**src/logic/eil_pkg.sv**
```systemverilog
package eil_pkg;
    // Register byte offsets (word aligned)
    localparam logic [3:0] ADDR_EXT_INT_STATUS_CONTROL = 4'h0;
    localparam logic [3:0] ADDR_IRQ_STATUS = 4'h4;
    localparam logic [3:0] ADDR_IRQ_MASK = 4'h8;
    localparam logic [3:0] ADDR_VECTOR = 4'hc;
    // Status/control field positions
    localparam int BIT_MODE = 0;
    localparam int BIT_IMASK = 1;
    localparam int BIT_ACK = 2;
    localparam int BIT_PEND = 3;
    // Event status bits
    localparam int EV_LATCH = 0;
    localparam int EV_CLEAR = 1;
    localparam int EV_WIDTH = 2;
    // Reset values
    localparam logic [7:0] EXT_INT_STATUS_CONTROL_RESET = 8'h00;
    localparam logic [EV_WIDTH-1:0] EV_RESET = 2'h0;
    // Vector locations of the external interrupt
    localparam logic [15:0] VEC_ADDR_HI = 16'hfffa;
    localparam logic [15:0] VEC_ADDR_LO = 16'hfffb;
    // Bus answers one cycle after the request is seen
    localparam int BUS_WAIT_CYCLES = 1;
    localparam logic [31:0] UNMAPPED_READ = 32'h0000_0000;
    typedef enum logic [1:0] {
        BUS_IDLE = 2'b00,
        BUS_DONE = 2'b01
    } eil_bus_state_type;
endpackage : eil_pkg

```
**src/logic/eil_sync.sv**
```systemverilog
`timescale 1ns/1ps
// Two flop synchroniser, resets to the idle (high) pin level
module eil_sync (
    input wire logic ref_clk,
    input wire logic nrst,
    input wire logic async_in,
    output logic sync_out
);
    logic meta_q;

    // First stage read only by second stage
    always_ff @(posedge ref_clk or negedge nrst) begin
        if (!nrst) begin
            meta_q <= 1'b1;
            sync_out <= 1'b1;
        end else begin
            meta_q <= async_in;
            sync_out <= meta_q;
        end
    end
endmodule : eil_sync

```
**src/logic/eil_edge.sv**
```systemverilog
`timescale 1ns/1ps
// Falling edge detector on the synchronised pin
module eil_edge (
    input wire logic ref_clk,
    input wire logic nrst,
    input wire logic level_in,
    output logic fall_pulse,
    output logic level_low
);
    logic prev_q;

    // Previous sample for comparison
    always_ff @(posedge ref_clk or negedge nrst) begin
        if (!nrst) begin
            prev_q <= 1'b1;
        end else begin
            prev_q <= level_in;
        end
    end

    assign fall_pulse = prev_q & ~level_in;
    assign level_low = ~level_in;
endmodule : eil_edge

```
**src/logic/eil_top.sv**
```systemverilog
// Added by the designer: register access over Avalon-MM and the register offsets.
`timescale 1ns/1ps
// How it works
// - A falling edge on the active-low pin sets the request latch.
// - A vector fetch acknowledge clears the request latch.
// - Writing one to the acknowledge bit clears the latch like a vector fetch.
// - Reset clears the latch and edge/level select, even with pin held low.
// - Select one gives edge and level requests; zero gives edge only.
// - Edge-only request holds until acknowledge or reset, cleared regardless of pin.
// - Edge-and-level request holds until acknowledge done and pin high, any order.
// - Latched request reaches the CPU only while the mask bit is clear.
// - A falling edge after acknowledge latches a new request.
// - A taken unmasked request makes the CPU fetch vector at FFFA/FFFB.
// - Pending flag reads one whenever a request is pending, ignoring mask.
// - Acknowledge bit is write-only, reads zero, cleared by reset.
// - In break state, acknowledge writes do nothing unless break clear enable is one.
// - A latch cleared during break stays cleared after break ends.
module eil_top (
    input wire logic ref_clk,
    input wire logic nrst,
    input wire logic ext_int_pin_n,
    input wire logic vector_fetch,
    input wire logic break_state,
    input wire logic break_clear_enable,
    input wire logic [3:0] avs_address,
    input wire logic avs_read,
    input wire logic avs_write,
    input wire logic [31:0] avs_writedata,
    output logic [31:0] avs_readdata,
    output logic avs_waitrequest,
    output logic cpu_int_req,
    output logic [15:0] vector_addr_hi,
    output logic [15:0] vector_addr_lo,
    output logic irq
);
    logic pin_sync;
    logic pin_fall;
    logic pin_low;
    logic latch_q;
    logic mode_q;
    logic mask_q;
    logic ack_pending_q;
    logic [eil_pkg::EV_WIDTH-1:0] ev_status_q;
    logic [eil_pkg::EV_WIDTH-1:0] ev_mask_q;
    eil_pkg::eil_bus_state_type bus_state_q;
    logic bus_req;
    logic wr_take;
    logic rd_take;
    logic sw_ack;
    logic ack_ok;
    logic req_active;
    logic latch_d;
    logic [eil_pkg::EV_WIDTH-1:0] ev_set;

    // Decode a write to a given word offset
    function automatic logic is_wr(input logic [3:0] addr, input logic [3:0] target);
        is_wr = (addr == target);
    endfunction : is_wr

    // Pin synchroniser and edge detection
    eil_sync u_sync (
        .ref_clk(ref_clk),
        .nrst(nrst),
        .async_in(ext_int_pin_n),
        .sync_out(pin_sync)
    );

    eil_edge u_edge (
        .ref_clk(ref_clk),
        .nrst(nrst),
        .level_in(pin_sync),
        .fall_pulse(pin_fall),
        .level_low(pin_low)
    );

    // Bus handshake: one wait cycle then answer
    assign bus_req = avs_read | avs_write;
    assign wr_take = avs_write & (bus_state_q == eil_pkg::BUS_DONE);
    assign rd_take = avs_read & (bus_state_q == eil_pkg::BUS_DONE);

    // Handshake state: idle, then one answer cycle
    always_ff @(posedge ref_clk or negedge nrst) begin
        if (!nrst) begin
            bus_state_q <= eil_pkg::BUS_IDLE;
        end else begin
            unique case (bus_state_q)
                eil_pkg::BUS_IDLE: begin
                    if (bus_req) begin
                        bus_state_q <= eil_pkg::BUS_DONE;
                    end
                end
                eil_pkg::BUS_DONE: begin
                    bus_state_q <= eil_pkg::BUS_IDLE;
                end
                default: begin
                    bus_state_q <= eil_pkg::BUS_IDLE;
                end
            endcase
        end
    end

    // Waitrequest registered: low only in the answer cycle
    always_ff @(posedge ref_clk or negedge nrst) begin
        if (!nrst) begin
            avs_waitrequest <= 1'b1;
        end else begin
            avs_waitrequest <= !(bus_req && bus_state_q == eil_pkg::BUS_IDLE);
        end
    end

    // Software acknowledge, gated in break state
    assign sw_ack = wr_take && is_wr(avs_address, eil_pkg::ADDR_EXT_INT_STATUS_CONTROL)
        && avs_writedata[eil_pkg::BIT_ACK];
    assign ack_ok = vector_fetch
        || (sw_ack && (!break_state || break_clear_enable));

    // Request latch next state
    always_comb begin
        latch_d = latch_q;
        if (ack_ok) begin
            latch_d = 1'b0;
        end
        if (pin_fall) begin
            latch_d = 1'b1;
        end
    end

    // Latch holds until cleared; reset drops it regardless of pin
    always_ff @(posedge ref_clk or negedge nrst) begin
        if (!nrst) begin
            latch_q <= 1'b0;
        end else begin
            latch_q <= latch_d;
        end
    end

    // Level mode keeps request while pin low
    assign req_active = latch_q || (mode_q && pin_low);

    // Mode and mask control bits
    always_ff @(posedge ref_clk or negedge nrst) begin
        if (!nrst) begin
            mode_q <= eil_pkg::EXT_INT_STATUS_CONTROL_RESET[eil_pkg::BIT_MODE];
            mask_q <= eil_pkg::EXT_INT_STATUS_CONTROL_RESET[eil_pkg::BIT_IMASK];
        end else if (wr_take && is_wr(avs_address, eil_pkg::ADDR_EXT_INT_STATUS_CONTROL)) begin
            mode_q <= avs_writedata[eil_pkg::BIT_MODE];
            mask_q <= avs_writedata[eil_pkg::BIT_IMASK];
        end
    end

    // Ack seen but pin still low (level mode bookkeeping)
    always_ff @(posedge ref_clk or negedge nrst) begin
        if (!nrst) begin
            ack_pending_q <= 1'b0;
        end else begin
            ack_pending_q <= (ack_pending_q || ack_ok) && mode_q && pin_low;
        end
    end

    // Request to CPU priority logic and vector location
    always_ff @(posedge ref_clk or negedge nrst) begin
        if (!nrst) begin
            cpu_int_req <= 1'b0;
            vector_addr_hi <= 16'h0000;
            vector_addr_lo <= 16'h0000;
        end else begin
            cpu_int_req <= req_active && !mask_q;
            vector_addr_hi <= eil_pkg::VEC_ADDR_HI;
            vector_addr_lo <= eil_pkg::VEC_ADDR_LO;
        end
    end

    // Event status: latch set and latch cleared
    assign ev_set[eil_pkg::EV_LATCH] = pin_fall;
    assign ev_set[eil_pkg::EV_CLEAR] = ack_ok && latch_q;

    // Sticky status, write one to clear
    always_ff @(posedge ref_clk or negedge nrst) begin
        if (!nrst) begin
            ev_status_q <= eil_pkg::EV_RESET;
        end else if (wr_take && is_wr(avs_address, eil_pkg::ADDR_IRQ_STATUS)) begin
            // Set wins over write-one-to-clear
            ev_status_q <= (ev_status_q & ~avs_writedata[eil_pkg::EV_WIDTH-1:0]) | ev_set;
        end else begin
            ev_status_q <= ev_status_q | ev_set;
        end
    end

    // Event mask register
    always_ff @(posedge ref_clk or negedge nrst) begin
        if (!nrst) begin
            ev_mask_q <= eil_pkg::EV_RESET;
        end else if (wr_take && is_wr(avs_address, eil_pkg::ADDR_IRQ_MASK)) begin
            ev_mask_q <= avs_writedata[eil_pkg::EV_WIDTH-1:0];
        end
    end

    // Level interrupt from unmasked sticky bits
    always_ff @(posedge ref_clk or negedge nrst) begin
        if (!nrst) begin
            irq <= 1'b0;
        end else begin
            irq <= |(ev_status_q & ev_mask_q);
        end
    end

    // Read data, registered; ack bit reads zero
    always_ff @(posedge ref_clk or negedge nrst) begin
        if (!nrst) begin
            avs_readdata <= 32'h0000_0000;
        end else if (avs_read && bus_state_q == eil_pkg::BUS_IDLE) begin
            unique case (avs_address)
                eil_pkg::ADDR_EXT_INT_STATUS_CONTROL: begin
                    avs_readdata <= {28'h0000000, req_active, 1'b0, mask_q, mode_q};
                end
                eil_pkg::ADDR_IRQ_STATUS: begin
                    avs_readdata <= {30'h0, ev_status_q};
                end
                eil_pkg::ADDR_IRQ_MASK: begin
                    avs_readdata <= {30'h0, ev_mask_q};
                end
                eil_pkg::ADDR_VECTOR: begin
                    avs_readdata <= {eil_pkg::VEC_ADDR_HI, eil_pkg::VEC_ADDR_LO};
                end
                default: begin
                    avs_readdata <= eil_pkg::UNMAPPED_READ;
                end
            endcase
        end
    end
endmodule : eil_top

```
**config.mk**
```make
export PLATFORM = sky130hd
export DESIGN_NAME = eil_top
export DESIGN_NICKNAME = d
export VERILOG_FILES = /design/src/logic/eil_pkg.sv /design/src/logic/eil_sync.sv /design/src/logic/eil_edge.sv /design/src/logic/eil_top.sv
export SDC_FILE = /design/constraint.sdc
export NUM_CORES = 1
export LEC_CHECK = 0
export BUFFER_PORTS_ARGS = -buffer_cell sky130_fd_sc_hd__buf_2
export CORE_MARGIN = 8
export CORE_UTILIZATION = 25
export CTS_CLUSTER_DIAMETER = 50
export DETAILED_ROUTE_END_ITERATION = 8
export GPL_ROUTABILITY_DRIVEN = 0
export PLACE_DENSITY_LB_ADDON = 0.3
export SLEW_MARGIN = 20
export SYNTH_ARGS = -nofsm -noshare
export SYNTH_HDL_FRONTEND = slang
export SYNTH_SLANG_ARGS = --single-unit
```
**constraint.sdc**
```tcl
create_clock -name ref_clk -period 1.4 [get_ports ref_clk]
set_clock_uncertainty 0.05 [all_clocks]
set_input_delay 0.21 -clock ref_clk [delete_from_list [all_inputs] [get_ports ref_clk]]
set_output_delay 0.21 -clock ref_clk [all_outputs]
set_load 0.03 [all_outputs]
```
==> Word level (Yosys, flattened, before mapping) <==
Cells that the tools add are included.
{ "word_totals": {"elab_cells": 55, "regBits": 49} }
{ "op_classes": {"eq_ne": 5, "reduce_logical": 20, "n_bitwise": 9, "n_mux": 6} }
{ "ops": {"columns": ["operator", "n"], "rows": [
  ["$pmux W32 S4", 1],
  ["$logic_and A1 B1 Y1", 10],
  ["$eq A4 B4 Y1 const B", 2],
  ["$mux W2", 3],
  ["$and A2 B2 Y2", 2],
  ["$eq A4 B3 Y1 const B", 1],
  ["$logic_not A4 Y1", 1],
  ["$or A2 B2 Y2", 2],
  ["$logic_not A1 Y1", 3],
  ["$logic_or A1 B1 Y1", 3],
  ["$and A1 B1 Y1", 2],
  ["$eq A2 B1 Y1 const B", 1],
  ["$logic_not A2 Y1", 1],
  ["$mux W1", 2],
  ["$ne A2 B2 Y1 const B", 1],
  ["$not A2 Y2", 1],
  ["$reduce_bool A2 Y1", 1],
  ["$reduce_or A2 Y1", 1],
  ["$not A1 Y1", 1],
  ["$or A1 B1 Y1", 1]
]} }

==> Depth between registers and ports, before layout <==
{ "logic_depth": {"depth_word": 9, "depth_mapped": 5} }

==> Modules after synthesis <==
Synthesis repeated with hierarchy kept, for this count alone.
{ "unflattened": {"cells_unflattened": 126, "hier_area_um2": 1255.0} }
{ "by_module_without_submodules": {"columns": ["module", "seq_area_each_um2", "area_each_um2", "instances", "cells_each"], "rows": [
  ["eil_top", 401.6, 1166.1, 1, 121],
  ["eil_sync", 52.6, 52.6, 1, 2],
  ["eil_edge", 26.3, 36.3, 1, 3]
]} }

==> Worst setup path after synthesis <==
No wires, ideal clock.
{ "synth_path": {"path_type": "reg2out", "startpoint": "register, netlist name vector_addr_lo[0]", "endpoint": "output port vector_addr_hi[10]", "n_path_buf": 1, "arrival_ps": 1179, "path_slack_ps": -39, "stages_incl_launch_ff": 2, "required_time_ps": 1140, "cell_sequence": "dfrtp_1 buf_4"} }
{ "synth_lines": {"columns": ["element", "line_no", "source"], "rows": [
  ["end: declaration", "eil_top.sv:32", "output logic [15:0] vector_addr_hi,"]
]} }

==> Final worst setup path <==
{ "layout_path": {"startpoint": "register bus_state_q[0]", "endpoint": "register mask_q"} }
{ "layout_via": {"elab_chain_len": 3} }
{ "layout_rtl": {"columns": ["element", "line_no", "source"], "rows": [
  ["start: declaration", "eil_top.sv:45", "eil_pkg::eil_bus_state_type bus_state_q;"],
  ["start signal: assignment", "eil_top.sv:84", "bus_state_q <= eil_pkg::BUS_IDLE;"],
  ["start signal: assignment", "eil_top.sv:89", "bus_state_q <= eil_pkg::BUS_DONE;"],
  ["start signal: assignment", "eil_top.sv:93", "bus_state_q <= eil_pkg::BUS_IDLE;"],
  ["$eq A2 B1 Y1", null, null],
  ["$and A1 B1 Y1", "eil_top.sv:78", "assign wr_take = avs_write & (bus_state_q == eil_pkg::BUS_DONE);"],
  ["$logic_and A1 B1 Y1", "eil_top.sv:145", "end else if (wr_take && is_wr(avs_address, eil_pkg::ADDR_EXT_INT_STATUS_CONTROL)) begin"],
  ["end signal: assignment", "eil_top.sv:144", "mask_q <= eil_pkg::EXT_INT_STATUS_CONTROL_RESET[eil_pkg::BIT_IMASK];"],
  ["end signal: assignment", "eil_top.sv:147", "mask_q <= avs_writedata[eil_pkg::BIT_IMASK];"],
  ["end: declaration", "eil_top.sv:41", "logic mask_q;"]
]} }
No other way between the ends.
A chain may end at the register's enable or synchronous reset.

==> impl_metrics.tcl <==
set metrics [dict create \
    status "complete, no violations" \
    die_area_um2 7570 \
    grt_usage_pct 6.50 \
    drtIter0Drc 41 \
    die_h_um 87.0 \
    cts_tree "done" \
    cts_setup_buffers 0 \
    worstRegToRegCells 3 \
    fmax_mhz 724 \
    synth.ff_latch_count 19 \
    cpLargestDelayFamily "simple AND/OR/NAND/NOR gates" \
    grt_max_degree 30 \
    path_class "flop to flop" \
    ir_drop_v 0.000551 \
    grt_pass1_vias 781 \
    regToRegEndpoint "mask_q" \
    clk_path_buf_depth 2 \
    seq_area_um2 488 \
    initial_core_util_pct 25.3 \
    ys_warn_count 0 \
    placed_area_um2 1310 \
    startpoint_type "flop" \
    cts_sinks 19 \
    required_ns 1.49 \
    io_pins 111 \
    io_buffers 75 \
    layout-drive-gt1-share_pct 63.0 \
    postLayoutCoreUtil_pct 27.7 \
    viasPerCell 3.69 \
    synth_seq_area_share_pct 38.1 \
    setup_ws_ns 0.0184 \
    core_area_um2 4980 \
    multi_input_area_um2 323 \
    synthDistinctLibCells 27 \
    rows 26 \
    finalPower_mw 1.57 \
    p_per_area_nw_per_um2 1140 \
    netlist.area_leader.share_pct 35.2 \
    dr.pass1.iters 4 \
    grt_overflow 0 \
    n_fill_cell 537 \
    post_synth.cell_area_avg_um2 10.1 \
    clk_pin_slew_ns 0.07 \
    clkLatencyLatePin_ns 0.25 \
    h-tree-depth 1 \
    drc_errors 0 \
    syn-instance-count 125 \
    fin_setup_tns_ns 0 \
    setup_viol 0 \
    hold_violations 0 \
    antenna_found_initial 0 \
    netlist_top_cells_area "buf_4 (35%), dfrtp_1 (30%), dfstp_2 (8.3%)" \
    cap_violations 0 \
    fin_area_um2 1380 \
    fp.dieW_um 87.0 \
    min_path_type "input port to flop" \
    path_buf_inv 0 \
    drt-wirelength-per-cell_um 12.4 \
    min-delay-start "vector_fetch" \
    wl_met3_um 561 \
    synth_top_area_cell "buf_4" \
    place_inst 218 \
    insertedDiodeCount 0 \
    routed-wl-met2_um 1100 \
    cpPeakStageDelay_ns 0.37 \
    path_cells "and4bb_4, nor3b_4, mux2_2" \
    wl_um 2770 \
    highest_layer "met3" \
    dp.final_hpwl_um 2290 \
    layout_commonest_cell "buf_2" \
    r2r_start "bus_state_q[0]" \
    dp_slack_ns -0.0271 \
    cts-root-buf "clkbuf_8" \
    cts_buffers 3 \
    critPathCaptureType "flop" \
    holdPathEnd "latch_q" \
    cpMaxStageDelayCell "mux2_2" \
    post-route-period-util_pct 98.7 \
    whs_path_depth 3 \
    reg2reg_slack_ns 0.02 \
    ant_nets 0 \
    layoutNonFillerInstCount 224 \
    final_cell_mix "buf_2 (75), dfrtp_1 (13), conb_1 (7)" \
    critical_path.max_fanout 3 \
    holdWs_ns 0.171 \
    synthesis.area_um2 1260 \
    wl_met1_um 1110 \
    rsz0062_at_grt "true" \
    drv_slew 0 \
    finalNetCount 199 \
    area_growth_pct 9.53 \
    vias 826 \
    period_minus_slack_ns 1.38 \
    worst_ep_arrival_time_ns 1.47 \
    p_leak_nw 0.759 \
    grt_pass1_wl_um 3970 \
]
==> synth_stat cells <==
library cell	instances
a22o_1	2
and3_1	1
a21oi_1	2
o21ai_0	2
inv_1	3
or2_2	1
buf_6	1
nor2b_1	1
a32o_1	1
buf_4	59
a21o_1	1
nand2_1	6
nor2_1	4
o221ai_1	2
nand3b_1	2
buf_8	1
mux2_2	5
nor3b_4	1
nand4b_1	1
dfrtp_1	15
dfstp_2	4
a221o_1	1
and4bb_4	1
o21bai_1	1
nor3_1	1
nand2b_1	4
conb_1	2
==> per-layer routing <==
layer | track usage (%) | vias up
li1 | - | 397
met1 | 7.54 | 368
met2 | 9.44 | 61
met3 | 4.91 | 0
met4 | 0.939 | 0
met5 | 0 | -
==> registers in the layout (all words and copies together), names as in the netlist <==
name             cells
u_sync.meta_q        1
ev_mask_q            2
latch_q              1
u_sync.sync_out      1
mode_q               1
irq                  1
cpu_int_req          1
ev_status_q          2
avs_readdata         4
bus_state_q          1
vector_addr_lo       1
avs_waitrequest      1
u_edge.prev_q        1
mask_q               1
==> kinds of logic (layout without fill, tap and decap cells) <==
group                  Yosys count  in the layout  share of synthesized area (%)
and+or+nand+nor                 23             23                           11.5
buffers and inverters           64             88                           38.1
AOI/OAI and AO/OA               12             12                           7.15
muxes                            5              5                           4.47
DFF                             19             19                           38.1
other                            2              7                          0.596
==> power by group <==
| group | total, mW | switching (mW) | leakage [nW] | internal [mW] |
|---|---|---|---|---|
| clock network | 0.381 | 0.178 | 0.0228 | 0.202 |
| registers | 0.675 | 0.0533 | 0.223 | 0.621 |
| logic | 0.518 | 0.364 | 0.514 | 0.154 |
| total | 1.57 | 0.596 | 0.759 | 0.978 |
==> tightest hold or removal path, delay by kind of cell <==
kind	cells	cell delay [ns]
AO/OA/AOI/OAI	1	0.05
buffers and inverters	1	0.09
AND/OR/NAND/NOR	1	0.09
==> what timing repair did <==
| item | in CTS | in global routing |
|---|---|---|
| hold buffers | 2 | 0 |
| setup endpoints to repair | 0 | 58 |
| endpoints found under the hold margin | 16 | 0 |
| resized for setup | 0 | 3 |
==> final cells by class <==
type / instances / area share (%)
Clock buffer: 4 / 3.26
Inverter: 3 / 0.816
Multi-Input combinational cell: 47 / 23.4
Sequential cell: 19 / 35.4
Tap cell: 70 / 6.35
Timing Repair Buffer: 81 / 30.8
==> worst max-delay path by stage <==
stage                   start        endpoint  slack, ns  cells after the start
3_5_place_dp   avs_address[0]          mask_q      -0.03                      4
4_1_cts        bus_state_q[0]  ev_status_q[1]       0.01                      4
6_report       bus_state_q[0]          mask_q       0.02                      3
3_3_place_gp   avs_address[0]          mask_q      -0.04                      4
2_1_floorplan  bus_state_q[0]  ev_status_q[1]       0.06                      4
5_1_grt        bus_state_q[0]  ev_status_q[1]      -0.02                      4
(Power assumes the default switching activity.)
